[config.mk]
export PLATFORM = sky130hd
export DESIGN_NAME = three_zone_thermal_register_bank
export DESIGN_NICKNAME = d
export VERILOG_FILES = /design/src/thermal_pkg.sv /design/src/zone_fault_queue.sv /design/src/three_zone_thermal_register_bank.sv
export VERILOG_INCLUDE_DIRS = /design/src
export SDC_FILE = /design/constraint.sdc
export NUM_CORES = 1
export LEC_CHECK = 0
export BUFFER_PORTS_ARGS = -buffer_cell sky130_fd_sc_hd__buf_2
export CORE_MARGIN = 3
export CORE_UTILIZATION = 55
export CTS_CLUSTER_SIZE = 12
export DETAILED_ROUTE_END_ITERATION = 16
export HOLD_SLACK_MARGIN = 0.02
export PLACE_DENSITY = 0.87
export RECOVER_POWER = 25
export SETUP_SLACK_MARGIN = 0.2
export SLEW_MARGIN = 20
export SYNTH_ARGS = -nofsm -noshare
export SYNTH_HDL_FRONTEND = slang
export SYNTH_SLANG_ARGS = --single-unit
[constraint.sdc]
create_clock -name ref_clk -period 3.21 [get_ports ref_clk]
set_clock_uncertainty 0.1 [all_clocks]
set_input_delay 0.4815 -clock ref_clk [delete_from_list [all_inputs] [get_ports ref_clk]]
set_output_delay 0.4815 -clock ref_clk [all_outputs]
set_load 0.01 [all_outputs]
[src/thermal_bank_defines.svh]
/*
 * Register bank constants: command bytes, reset values and control
 * register field positions of the three-zone thermal supervisor.
 * Assumes it is included by bare name and holds definitions only.
 */
`ifndef THERMAL_BANK_DEFINES_SVH
`define THERMAL_BANK_DEFINES_SVH

// command bytes
`define CMD_LOCAL_RESULT     8'h00
`define CMD_CONTROL          8'h01
`define CMD_LOCAL_HYST       8'h02
`define CMD_LOCAL_SET        8'h03
`define CMD_ONE_RESULT       8'h10
`define CMD_ONE_HYST         8'h12
`define CMD_ONE_SET          8'h13
`define CMD_TWO_RESULT       8'h20
`define CMD_TWO_HYST         8'h22
`define CMD_TWO_SET          8'h23

// power-up values
`define RST_CONTROL          8'h00
`define RST_RESULT           8'h00
`define RST_LOCAL_HYST       8'h4C
`define RST_LOCAL_SET        8'h51
`define RST_REMOTE_HYST      8'h5C
`define RST_REMOTE_SET       8'h61
`define RST_UNMAPPED         8'h00

// control register fields
`define BIT_LOCAL_EVENT      7
`define BIT_REMOTE_EVENT     6
`define BIT_REMOTE_OVERTEMP  5
`define FQ_HI                4
`define FQ_LO                3
`define BIT_ALERT_MASK       2
`define BIT_ALERT_MODE       1
`define BIT_SHUTDOWN         0

`endif

[src/thermal_pkg.sv]
/*
 * Types and shared arithmetic of the thermal register bank.
 * Assumes nothing of its surroundings.
 */
package thermal_pkg;

    // alert state in interrupt mode
    typedef enum logic {ALERT_IDLE, ALERT_ACTIVE} alert_state_t;

    // two's complement, one degree per lsb
    typedef logic [7:0] temp_t;

    // fault queue depth code to number of conversions
    function automatic logic [2:0] queue_depth(input logic [1:0] code);
        case (code)
            2'h0:    queue_depth = 3'h1;
            2'h1:    queue_depth = 3'h2;
            2'h2:    queue_depth = 3'h4;
            default: queue_depth = 3'h6;
        endcase
    endfunction : queue_depth

endpackage : thermal_pkg

[src/zone_fault_queue.sv]
/*
 * Per-zone fault queue: counts consecutive conversions holding an
 * over- or under-temperature condition and toggles the zone state.
 * Assumes conv_done is a one-cycle strobe with temp already valid.
 */
`timescale 1ns/1ps
module zone_fault_queue (
    input  wire logic              ref_clk,
    input  wire logic              arst_n,
    input  wire logic              clk_en,
    input  wire logic              conv_done,
    input  wire logic              clear,
    input  wire thermal_pkg::temp_t temp,
    input  wire thermal_pkg::temp_t setpoint,
    input  wire thermal_pkg::temp_t hysteresis,
    input  wire logic [1:0]        depth_sel,
    output logic                   event_pulse,
    output logic                   over_state
);
    logic [2:0] count;
    logic [1:0] depth_seen;

    // signed compares; in over state only the low side is watched
    wire       above      = $signed(temp) > $signed(setpoint);
    wire       below      = $signed(temp) < $signed(hysteresis);
    wire       cond       = over_state ? below : above;
    wire [2:0] depth      = thermal_pkg::queue_depth(depth_sel);
    // a depth change restarts the count, so a shallower queue never
    // inherits a count that is already past its new depth
    wire       restart    = depth_sel != depth_seen;
    wire [2:0] base       = restart ? 3'h0 : count;
    wire [2:0] next_count = cond ? 3'(base + 3'h1) : 3'h0;
    wire       hit        = cond && (next_count >= depth);

    // consecutive count
    // counter stays below depth except just after a depth change, and never passes 5, so 3 bits cannot wrap
    always_ff @(posedge ref_clk or negedge arst_n)
    begin
        if (!arst_n)
        begin
            count       <= 3'h0;
            over_state  <= 1'b0;
            event_pulse <= 1'b0;
            depth_seen  <= 2'h0;
        end
        else if (clk_en)
        begin
            event_pulse <= 1'b0;
            depth_seen  <= depth_sel;
            if (clear)
            begin
                count      <= 3'h0;
                over_state <= 1'b0;
            end
            else if (conv_done)
            begin
                count       <= hit ? 3'h0 : next_count;
                over_state  <= hit ? ~over_state : over_state;
                event_pulse <= hit;
            end
            else if (restart)
                count <= 3'h0;
        end
    end

    a_event_on_hit: assert property (@(posedge ref_clk)
        disable iff (!arst_n) clk_en && conv_done && !clear && hit
        |=> event_pulse)
        else $error("qualified condition gave no event");

    a_event_cause: assert property (@(posedge ref_clk)
        disable iff (!arst_n)
        $rose(event_pulse) |-> $past(conv_done) && $past(cond))
        else $error("event without a qualifying conversion");

    a_depth_bound: assert property (@(posedge ref_clk)
        disable iff (!arst_n) !restart |-> count < depth)
        else $error("fault queue count reached depth");

endmodule : zone_fault_queue

[src/three_zone_thermal_register_bank.sv]
/*
 * Command-byte addressed register bank of a three-zone thermal
 * supervisor: results, limits, control/status and alert pin.
 * Assumes a serial bus engine presents cmd_byte with one-cycle
 * read and write strobes, and a conversion engine pulses conv_done
 * with the three zone temperatures valid in that cycle.
 */
// Function
// - local result 0x00, hysteresis 0x02, setpoint 0x03, 8 bits
// - zone one result 0x10, hysteresis 0x12, setpoint 0x13
// - zone two result 0x20, hysteresis 0x22, setpoint 0x23
// - control register at 0x01, all zeros at power-up
// - limits reset to 0x4C/0x51 local, 0x5C/0x61 remote
// - results read zero until their first conversion completes
// - after fault-queue conversions, overtemp zones set status
// - bit 7 local event flag, bit 6 remote event flag
// - bit 5 remote overtemperature present, read only
// - bits 4:3 fault queue depth 1,2,4,6; default one
// - bit 1 alert mode: one interrupt, zero comparator
// - bit 0 shutdown select, normal after reset
// - all temperatures are 8-bit two's complement degrees
// - no events pending after power-up
// - in interrupt mode any register read releases alert
// - event flags clear by reading control register or on shutdown entry
// - entering shutdown releases alert, clears event flags
// - events need fault-queue consecutive conversions per zone
`timescale 1ns/1ps
`include "thermal_bank_defines.svh"
module three_zone_thermal_register_bank (
    input  wire logic              ref_clk,
    input  wire logic              arst_n,
    input  wire logic              clk_en,
    input  wire logic [7:0]        cmd_byte,
    input  wire logic              wr_strobe,
    input  wire logic [7:0]        wr_data,
    input  wire logic              rd_strobe,
    output logic [7:0]             rd_data,
    input  wire logic              conv_done,
    input  wire thermal_pkg::temp_t local_conv_temp,
    input  wire thermal_pkg::temp_t zone_one_conv_temp,
    input  wire thermal_pkg::temp_t zone_two_conv_temp,
    output logic                   shutdown_active,
    output logic                   alert_out,
    output logic                   alert_oe_n
);
    // all temperature storage is two's complement bytes
    thermal_pkg::temp_t local_temp_result;
    thermal_pkg::temp_t zone_one_temp_result;
    thermal_pkg::temp_t zone_two_temp_result;
    thermal_pkg::temp_t local_hysteresis_limit;
    thermal_pkg::temp_t local_setpoint_limit;
    thermal_pkg::temp_t zone_one_hysteresis_limit;
    thermal_pkg::temp_t zone_one_setpoint_limit;
    thermal_pkg::temp_t zone_two_hysteresis_limit;
    thermal_pkg::temp_t zone_two_setpoint_limit;

    logic                      local_event_flag;
    logic                      remote_event_flag;
    logic [1:0]                fault_queue_depth;
    logic                      alert_mask;
    logic                      alert_mode;
    logic                      shutdown_select;
    thermal_pkg::alert_state_t alert_state;
    thermal_pkg::alert_state_t next_alert_state;

    logic local_evt;
    logic one_evt;
    logic two_evt;
    logic local_over;
    logic one_over;
    logic two_over;

    // power-up control image; a literal cannot be part-selected directly
    localparam logic [7:0] control_power_up = `RST_CONTROL;

    wire wr_ctrl     = wr_strobe && (cmd_byte == `CMD_CONTROL);
    wire wr_lhyst    = wr_strobe && (cmd_byte == `CMD_LOCAL_HYST);
    wire wr_lset     = wr_strobe && (cmd_byte == `CMD_LOCAL_SET);
    wire wr_one_hyst = wr_strobe && (cmd_byte == `CMD_ONE_HYST);
    wire wr_one_set  = wr_strobe && (cmd_byte == `CMD_ONE_SET);
    wire wr_two_hyst = wr_strobe && (cmd_byte == `CMD_TWO_HYST);
    wire wr_two_set  = wr_strobe && (cmd_byte == `CMD_TWO_SET);
    wire rd_ctrl     = rd_strobe && (cmd_byte == `CMD_CONTROL);

    // conversions halt in shutdown, so stale strobes are dropped
    wire conv_live      = conv_done && !shutdown_select;
    // shutdown entry detected on the write itself
    wire shutdown_enter = wr_ctrl && wr_data[`BIT_SHUTDOWN]
                          && !shutdown_select;
    wire any_event      = local_evt || one_evt || two_evt;
    wire any_over       = local_over || one_over || two_over;
    // level of remote overtemperature, not sticky
    wire remote_overtemp_flag = one_over || two_over;

    wire [7:0] control_image = {local_event_flag, remote_event_flag,
                                remote_overtemp_flag, fault_queue_depth,
                                alert_mask, alert_mode, shutdown_select};

    // read mux; unmapped command bytes read zero
    wire [7:0] read_mux =
        (cmd_byte == `CMD_LOCAL_RESULT) ? local_temp_result         :
        (cmd_byte == `CMD_CONTROL)      ? control_image             :
        (cmd_byte == `CMD_LOCAL_HYST)   ? local_hysteresis_limit    :
        (cmd_byte == `CMD_LOCAL_SET)    ? local_setpoint_limit      :
        (cmd_byte == `CMD_ONE_RESULT)   ? zone_one_temp_result      :
        (cmd_byte == `CMD_ONE_HYST)     ? zone_one_hysteresis_limit :
        (cmd_byte == `CMD_ONE_SET)      ? zone_one_setpoint_limit   :
        (cmd_byte == `CMD_TWO_RESULT)   ? zone_two_temp_result      :
        (cmd_byte == `CMD_TWO_HYST)     ? zone_two_hysteresis_limit :
        (cmd_byte == `CMD_TWO_SET)      ? zone_two_setpoint_limit   :
                                          `RST_UNMAPPED;

    // set wins over read clear; shutdown clears all
    wire next_local_flag  = shutdown_enter ? 1'b0 :
                            (local_evt || (local_event_flag && !rd_ctrl));
    wire next_remote_flag = shutdown_enter ? 1'b0 :
                            (one_evt || two_evt
                             || (remote_event_flag && !rd_ctrl));

    // per-zone fault queues, cleared on shutdown entry
    zone_fault_queue u_local_queue (
        .ref_clk     (ref_clk),
        .arst_n      (arst_n),
        .clk_en      (clk_en),
        .conv_done   (conv_live),
        .clear       (shutdown_enter),
        .temp        (local_conv_temp),
        .setpoint    (local_setpoint_limit),
        .hysteresis  (local_hysteresis_limit),
        .depth_sel   (fault_queue_depth),
        .event_pulse (local_evt),
        .over_state  (local_over)
    );

    zone_fault_queue u_one_queue (
        .ref_clk     (ref_clk),
        .arst_n      (arst_n),
        .clk_en      (clk_en),
        .conv_done   (conv_live),
        .clear       (shutdown_enter),
        .temp        (zone_one_conv_temp),
        .setpoint    (zone_one_setpoint_limit),
        .hysteresis  (zone_one_hysteresis_limit),
        .depth_sel   (fault_queue_depth),
        .event_pulse (one_evt),
        .over_state  (one_over)
    );

    zone_fault_queue u_two_queue (
        .ref_clk     (ref_clk),
        .arst_n      (arst_n),
        .clk_en      (clk_en),
        .conv_done   (conv_live),
        .clear       (shutdown_enter),
        .temp        (zone_two_conv_temp),
        .setpoint    (zone_two_setpoint_limit),
        .hysteresis  (zone_two_hysteresis_limit),
        .depth_sel   (fault_queue_depth),
        .event_pulse (two_evt),
        .over_state  (two_over)
    );

    always_ff @(posedge ref_clk or negedge arst_n)
    begin
        if (!arst_n)
        begin
            local_temp_result    <= `RST_RESULT;
            zone_one_temp_result <= `RST_RESULT;
            zone_two_temp_result <= `RST_RESULT;
        end
        else if (clk_en && conv_live)
        begin
            local_temp_result    <= local_conv_temp;
            zone_one_temp_result <= zone_one_conv_temp;
            zone_two_temp_result <= zone_two_conv_temp;
        end
    end

    always_ff @(posedge ref_clk or negedge arst_n)
    begin
        if (!arst_n)
        begin
            local_hysteresis_limit    <= `RST_LOCAL_HYST;
            local_setpoint_limit      <= `RST_LOCAL_SET;
            zone_one_hysteresis_limit <= `RST_REMOTE_HYST;
            zone_one_setpoint_limit   <= `RST_REMOTE_SET;
            zone_two_hysteresis_limit <= `RST_REMOTE_HYST;
            zone_two_setpoint_limit   <= `RST_REMOTE_SET;
        end
        else if (clk_en)
        begin
            if (wr_lhyst)    local_hysteresis_limit    <= wr_data;
            if (wr_lset)     local_setpoint_limit      <= wr_data;
            if (wr_one_hyst) zone_one_hysteresis_limit <= wr_data;
            if (wr_one_set)  zone_one_setpoint_limit   <= wr_data;
            if (wr_two_hyst) zone_two_hysteresis_limit <= wr_data;
            if (wr_two_set)  zone_two_setpoint_limit   <= wr_data;
        end
    end

    always_ff @(posedge ref_clk or negedge arst_n)
    begin
        if (!arst_n)
        begin
            fault_queue_depth <= control_power_up[`FQ_HI:`FQ_LO];
            alert_mask        <= control_power_up[`BIT_ALERT_MASK];
            alert_mode        <= control_power_up[`BIT_ALERT_MODE];
            shutdown_select   <= control_power_up[`BIT_SHUTDOWN];
        end
        else if (clk_en && wr_ctrl)
        begin
            fault_queue_depth <= wr_data[`FQ_HI:`FQ_LO];
            alert_mask        <= wr_data[`BIT_ALERT_MASK];
            alert_mode        <= wr_data[`BIT_ALERT_MODE];
            shutdown_select   <= wr_data[`BIT_SHUTDOWN];
        end
    end

    // sticky flags, reset clear, never host written
    always_ff @(posedge ref_clk or negedge arst_n)
    begin
        if (!arst_n)
        begin
            local_event_flag  <= 1'b0;
            remote_event_flag <= 1'b0;
        end
        else if (clk_en)
        begin
            local_event_flag  <= next_local_flag;
            remote_event_flag <= next_remote_flag;
        end
    end

    // read data captured on the strobe, before the flag clear lands
    always_ff @(posedge ref_clk or negedge arst_n)
    begin
        if (!arst_n)
            rd_data <= `RST_UNMAPPED;
        else if (clk_en && rd_strobe)
            rd_data <= read_mux;
    end

    // interrupt-mode latch; an event beats a read
    always_comb
    begin
        next_alert_state = alert_state;
        case (alert_state)
            thermal_pkg::ALERT_IDLE:
                if (any_event && alert_mode)
                    next_alert_state = thermal_pkg::ALERT_ACTIVE;
            thermal_pkg::ALERT_ACTIVE:
                if (rd_strobe && !any_event)
                    next_alert_state = thermal_pkg::ALERT_IDLE;
            default:
                next_alert_state = thermal_pkg::ALERT_IDLE;
        endcase
        if (shutdown_enter || !alert_mode)
            next_alert_state = thermal_pkg::ALERT_IDLE;
    end

    always_ff @(posedge ref_clk or negedge arst_n)
    begin
        if (!arst_n)
            alert_state <= thermal_pkg::ALERT_IDLE;
        else if (clk_en)
            alert_state <= next_alert_state;
    end

    // mask gates the pin in both modes
    // open drain: line is only ever pulled low, never driven high
    wire alert_assert = !alert_mask
        && (alert_mode ? (alert_state == thermal_pkg::ALERT_ACTIVE)
                       : any_over);
    assign alert_out       = 1'b0;
    assign alert_oe_n      = !alert_assert;
    assign shutdown_active = shutdown_select;

    a_result_readonly: assert property (@(posedge ref_clk)
        disable iff (!arst_n) clk_en && wr_strobe && !conv_live
        |=> $stable(local_temp_result) && $stable(zone_one_temp_result)
            && $stable(zone_two_temp_result))
        else $error("result register changed without a conversion");

    a_result_loads: assert property (@(posedge ref_clk)
        disable iff (!arst_n) clk_en && conv_live
        |=> zone_two_temp_result == $past(zone_two_conv_temp))
        else $error("result did not take the conversion value");

    a_flag_set_wins: assert property (@(posedge ref_clk)
        disable iff (!arst_n) clk_en && local_evt && !shutdown_enter
        |=> local_event_flag)
        else $error("local event did not set its flag");

    a_flag_read_clear: assert property (@(posedge ref_clk)
        disable iff (!arst_n) clk_en && rd_ctrl && !one_evt && !two_evt
        |=> !remote_event_flag)
        else $error("control read did not clear remote flag");

    a_flag_sticky: assert property (@(posedge ref_clk)
        disable iff (!arst_n) clk_en && local_event_flag && !rd_ctrl
        && !shutdown_enter |=> local_event_flag)
        else $error("local flag cleared without a control read");

    a_shutdown_clears: assert property (@(posedge ref_clk)
        disable iff (!arst_n) clk_en && shutdown_enter
        |=> !local_event_flag && !remote_event_flag && alert_oe_n
            && !remote_overtemp_flag)
        else $error("shutdown entry left flags or alert set");

    a_read_releases: assert property (@(posedge ref_clk)
        disable iff (!arst_n) clk_en && alert_mode && rd_strobe
        && !any_event && !wr_ctrl |=> alert_oe_n)
        else $error("read did not release alert in interrupt mode");

    a_mask_blocks: assert property (@(posedge ref_clk)
        disable iff (!arst_n) alert_mask |-> alert_oe_n)
        else $error("masked alert pulled the pin");

    a_ctrl_readback: assert property (@(posedge ref_clk)
        disable iff (!arst_n) clk_en && rd_ctrl
        |=> rd_data[4:0] == $past(control_image[4:0]))
        else $error("control read returned wrong low bits");

endmodule : three_zone_thermal_register_bank

==> summary.md <==
| Metric | Value |
|---|---|
| Status | `finished with violations` |
| Failing checks | `capacitance limit, slew limit, setup timing` |
| Worst reg2reg path endpoint | `u_local_queue.over_state` |
| Share of synthesized area occupied by flip-flops and latches | `40.9%` |
| Final worst-path setup slack | `-164 ps` |
| Critical-path top delay cell | `sky130_fd_sc_hd__dfstp_2` |
| Total power divided by cell area | `488 nW/um^2` |
| Post-route clock period utilization | `105%` |
| Core box area | `11500 um^2` |
| Starting density of the core | `56.5%` |
| Cell-by-cell listing of the critical path | `inv_2 > ha_4 > or3b_4 > a211oi_2 > o21a_1 > o211ai_1 > nand2b_1 > ha_1 > nand2b_4 > a21o_1 > a21oi_2 > o311ai_0 > o311ai_2` |
| Setup crit start | `local_hysteresis_limit[6]` |
| Yosys Warn Count | `0` |
| Top-level port count | `57` |
| Root Buffer | `sky130_fd_sc_hd__clkbuf_16` |
| RD Place Congestion | `0.988` |
| Max Clk Rate | `296 MHz` |
| CP Max Fanout | `3` |
| Chip height | `115 um` |
| Reported max-cap violation count | `1` |
| Sum of net half-perimeters after detailed placement | `around 13000 um` |
| Overall via count from detail_route | `5504` |
| Ys async rst share | `100%` |
| Final Slew Violations | `62` |
| Area delta synth->final | `21.5%` |
| Total setup violations reported at the end of the flow | `12` |
| Most frequently used flop master after synthesis | `sky130_fd_sc_hd__dfrtp_1` |
| Initial antenna violation count | `0` |
| Worst VDD drop | `400 uV` |
| Number of nets in the final layout | `824` |
| Remaining global-route overflow | `0` |
| Maximum clock insertion buffer count | `2` |
| Worst Hold Class | `input port to register` |
| Leakage | `3.46 nW` |
| Setup Crit Path Kind | `register to register` |
| Violation count after the first detailed-route iteration | `around 450` |
| Average via count per standard cell | `6.33` |
| Number of detailed-routing iterations run before antenna repair | `7` |
| Net count after synthesis | `734` |
| H-tree level count | `3` |
| CP delay by family, top | `compound AO/OA/AOI/OAI gates` |
| Cell count after synthesis | `631` |
| Pin count of the biggest net entering global routing | `a little over 60` |
| Post-route antenna net violation count | `0` |
| Setup repair after global routing missed its margin | `true` |
| Data arrival time of the critical path | `3480 ps` |
| Count of state elements after synthesis | `105` |
| Worst Path Required | `3320 ps` |
| Overall track demand over capacity in global routing | `28.8%` |
| Library cells used by synthesis | `between 60 and 70` |
| Post-synth design cell area | `6480 um^2` |
| Worst-case hold path end point | `local_temp_result[3]` |
| Drt total wl | `18400 um` |
| Final core utilization | `68.6%` |
| Startpoint kind of the worst setup timing path | `register` |
| First-pass GRT wire length | `29100 um` |
| Worst setup EP type | `register` |
| Number of buffers added by the clock tree synthesis step | `9` |
| Count of cells along the worst register-to-register path | `13` |
| Number of sinks handled by clock tree synthesis | `105` |
| Reg2Reg Launch Point | `local_hysteresis_limit[6]` |
| Transition time at the pin with the least slew margin | `1590 ps` |
| Row Count | `39` |
| Longest individual stage delay on the worst path | `550 ps` |
| Number of cells on the worst hold path | `2` |
| Clock insertion delay at the later pin of the skew report | `360 ps` |
| Buffers added on ports | `55` |
| Diode count | `0` |
| EDFF count, synth | `0` |
| Post-synthesis average cell area | `a little over 10 um^2` |
| Fraction of layout instances using a drive strength above 1 | `38.2%` |
| Slack of the worst reg-to-reg path | `-160 ps` |
| Clock-pin slew on the worst setup and hold paths | `70 ps` |
| Startpoint of the lowest-slack hold path | `local_conv_temp[3]` |
| Final Hold Viols | `0` |
| Slew HR | `-5.96%` |
| Clock tree from TritonCTS | `built` |
| Tightest hold margin | `295 ps` |
| Number of buffers and inverters on the critical path | `1` |
| Width of the die | `around 110 um` |
| Time the worst path needs with I/O delays and setup | `between 3000 and 4000 ps` |
| Total Die Area | `13100 um^2` |
| Number of global-route vias before repair | `5762` |
| DRC violations left | `0` |
| Avg WL per Cell | `21.2 um` |
==> cell usage in the layout, fill, tap and decap left out, types with 10 or more instances in the layout <==
cell type	count
sky130_fd_sc_hd__buf_4	39
sky130_fd_sc_hd__nand2_1	54
sky130_fd_sc_hd__dfstp_2	20
sky130_fd_sc_hd__o211ai_1	12
sky130_fd_sc_hd__inv_1	48
sky130_fd_sc_hd__a221oi_1	10
sky130_fd_sc_hd__a21o_1	12
sky130_fd_sc_hd__dfrtp_1	85
sky130_fd_sc_hd__ha_4	16
sky130_fd_sc_hd__inv_2	11
sky130_fd_sc_hd__buf_2	54
sky130_fd_sc_hd__a21oi_1	20
sky130_fd_sc_hd__ha_1	40
sky130_fd_sc_hd__mux2_2	75
sky130_fd_sc_hd__nand3_1	15
sky130_fd_sc_hd__o21ai_0	20
sky130_fd_sc_hd__nor2_1	30
==> state kept, by name (all words and copies together) (netlist names), 2 cells and up <==
| signal | cells |
|---|---|
| zone_two_setpoint_limit | 8 |
| local_temp_result | 8 |
| u_one_queue.count | 3 |
| zone_one_setpoint_limit | 8 |
| zone_one_hysteresis_limit | 8 |
| zone_one_temp_result | 8 |
| u_local_queue.depth_seen | 2 |
| u_local_queue.count | 3 |
| rd_data | 8 |
| fault_queue_depth | 2 |
| zone_two_hysteresis_limit | 8 |
| u_two_queue.count | 3 |
| zone_two_temp_result | 8 |
| local_setpoint_limit | 8 |
| local_hysteresis_limit | 8 |
==> synthesized netlist by cell type, drive strengths merged (6+ instances only) <==
| library cell | number | area, um^2 |
|---|---|---|
| o2bb2ai | 10 | 87.6 |
| o211ai | 12 | 90.1 |
| mux2i | 9 | 90.1 |
| nand2 | 57 | 221 |
| mux2 | 76 | 856 |
| ha | 57 | 713 |
| dfstp | 20 | 526 |
| nand2b | 11 | 68.8 |
| a211oi | 9 | 67.6 |
| nor3 | 6 | 35.0 |
| nor2 | 33 | 124 |
| clkbuf | 15 | 56.3 |
| nand3 | 15 | 75.1 |
| a21o | 12 | 90.1 |
| dfrtp | 85 | 2130 |
| o21ai | 23 | 115 |
| and2 | 9 | 56.3 |
| a21oi | 21 | 105 |
| a221oi | 10 | 87.6 |
| inv | 59 | 221 |
| o22ai | 8 | 50.1 |
==> layout make-up <==
class,count,area [um^2]
Inverter,60,225
Fill cell,834,3600
Clock buffer,12,246
Timing Repair Buffer,97,602
Clock inverter,4,52.6
Sequential cell,105,2650
Multi-Input combinational cell,448,3910
Tap cell,143,179
==> per-stage QoR <==
stage / setup TNS [ps] / area [um^2] / cells / setup WS [ps] / total power, mW
after CTS: -158 / 7760 / 864 / -67.4 / 3.73
after floorplan: -9.03 / 6590 / 631 / -9.03 / 2.09
after global placement: -912 / 7200 / 841 / -149 / 2.36
after detailed placement: -3340 / 7200 / 841 / -363 / 2.43
final: -478 / 7870 / 869 / -164 / 3.84
after global routing: -2150 / 7870 / 869 / -270 / 4.02
==> worst max path at each step <==
| stage | depth (start not counted) | slack (ps) | endpoint |
|---|---|---|---|
| after global routing | 13 | -270 | u_local_queue.over_state |
| after global placement | 14 | -150 | u_one_queue.count[2] |
| final | 13 | -160 | u_local_queue.over_state |
| after detailed placement | 14 | -360 | u_two_queue.count[2] |
| after floorplan | 14 | -9 | u_two_queue.count[2] |
| after CTS | 13 | -70 | u_local_queue.over_state |
==> cells by family after synthesis <==
| kind of cell | Yosys count | share of synthesized area (%) |
|---|---|---|
| and+or+nand+nor | 157 | 12.2 |
| AOI/OAI and AO/OA | 146 | 16.3 |
| DFF | 105 | 40.9 |
| muxes | 85 | 14.6 |
| buffers and inverters | 78 | 4.60 |
| adders and majority gates | 57 | 11.0 |
| xor gates and xnor gates | 2 | 0.270 |
| other | 1 | 0.0579 |
==> per-layer routing <==
metal  up-vias  GRT usage (%)  wire (um)
li1       2487              -          -
met1      2711           34.1       7220
met2       244           49.4       9160
met3        62           6.45       1210
met4         0           13.8        802
met5         -              0          0
==> power breakdown <==
part / switching [mW] / internal (mW) / leakage [nW]
Combinational: 0.582 / 0.553 / 2.02
Sequential: 0.128 / 1.46 / 1.30
Clock: 0.491 / 0.626 / 0.135
==> timing repair <==
action / CTS / global route
gates cloned: 0 / 0
endpoints found under the setup margin: 15 / 15
buffers inserted: 7 / 5
hold buffers: 0 / 0
gates resized for setup: 43 / 14
pin swaps: 29 / 18
Power figures use the tool's default switching activity.
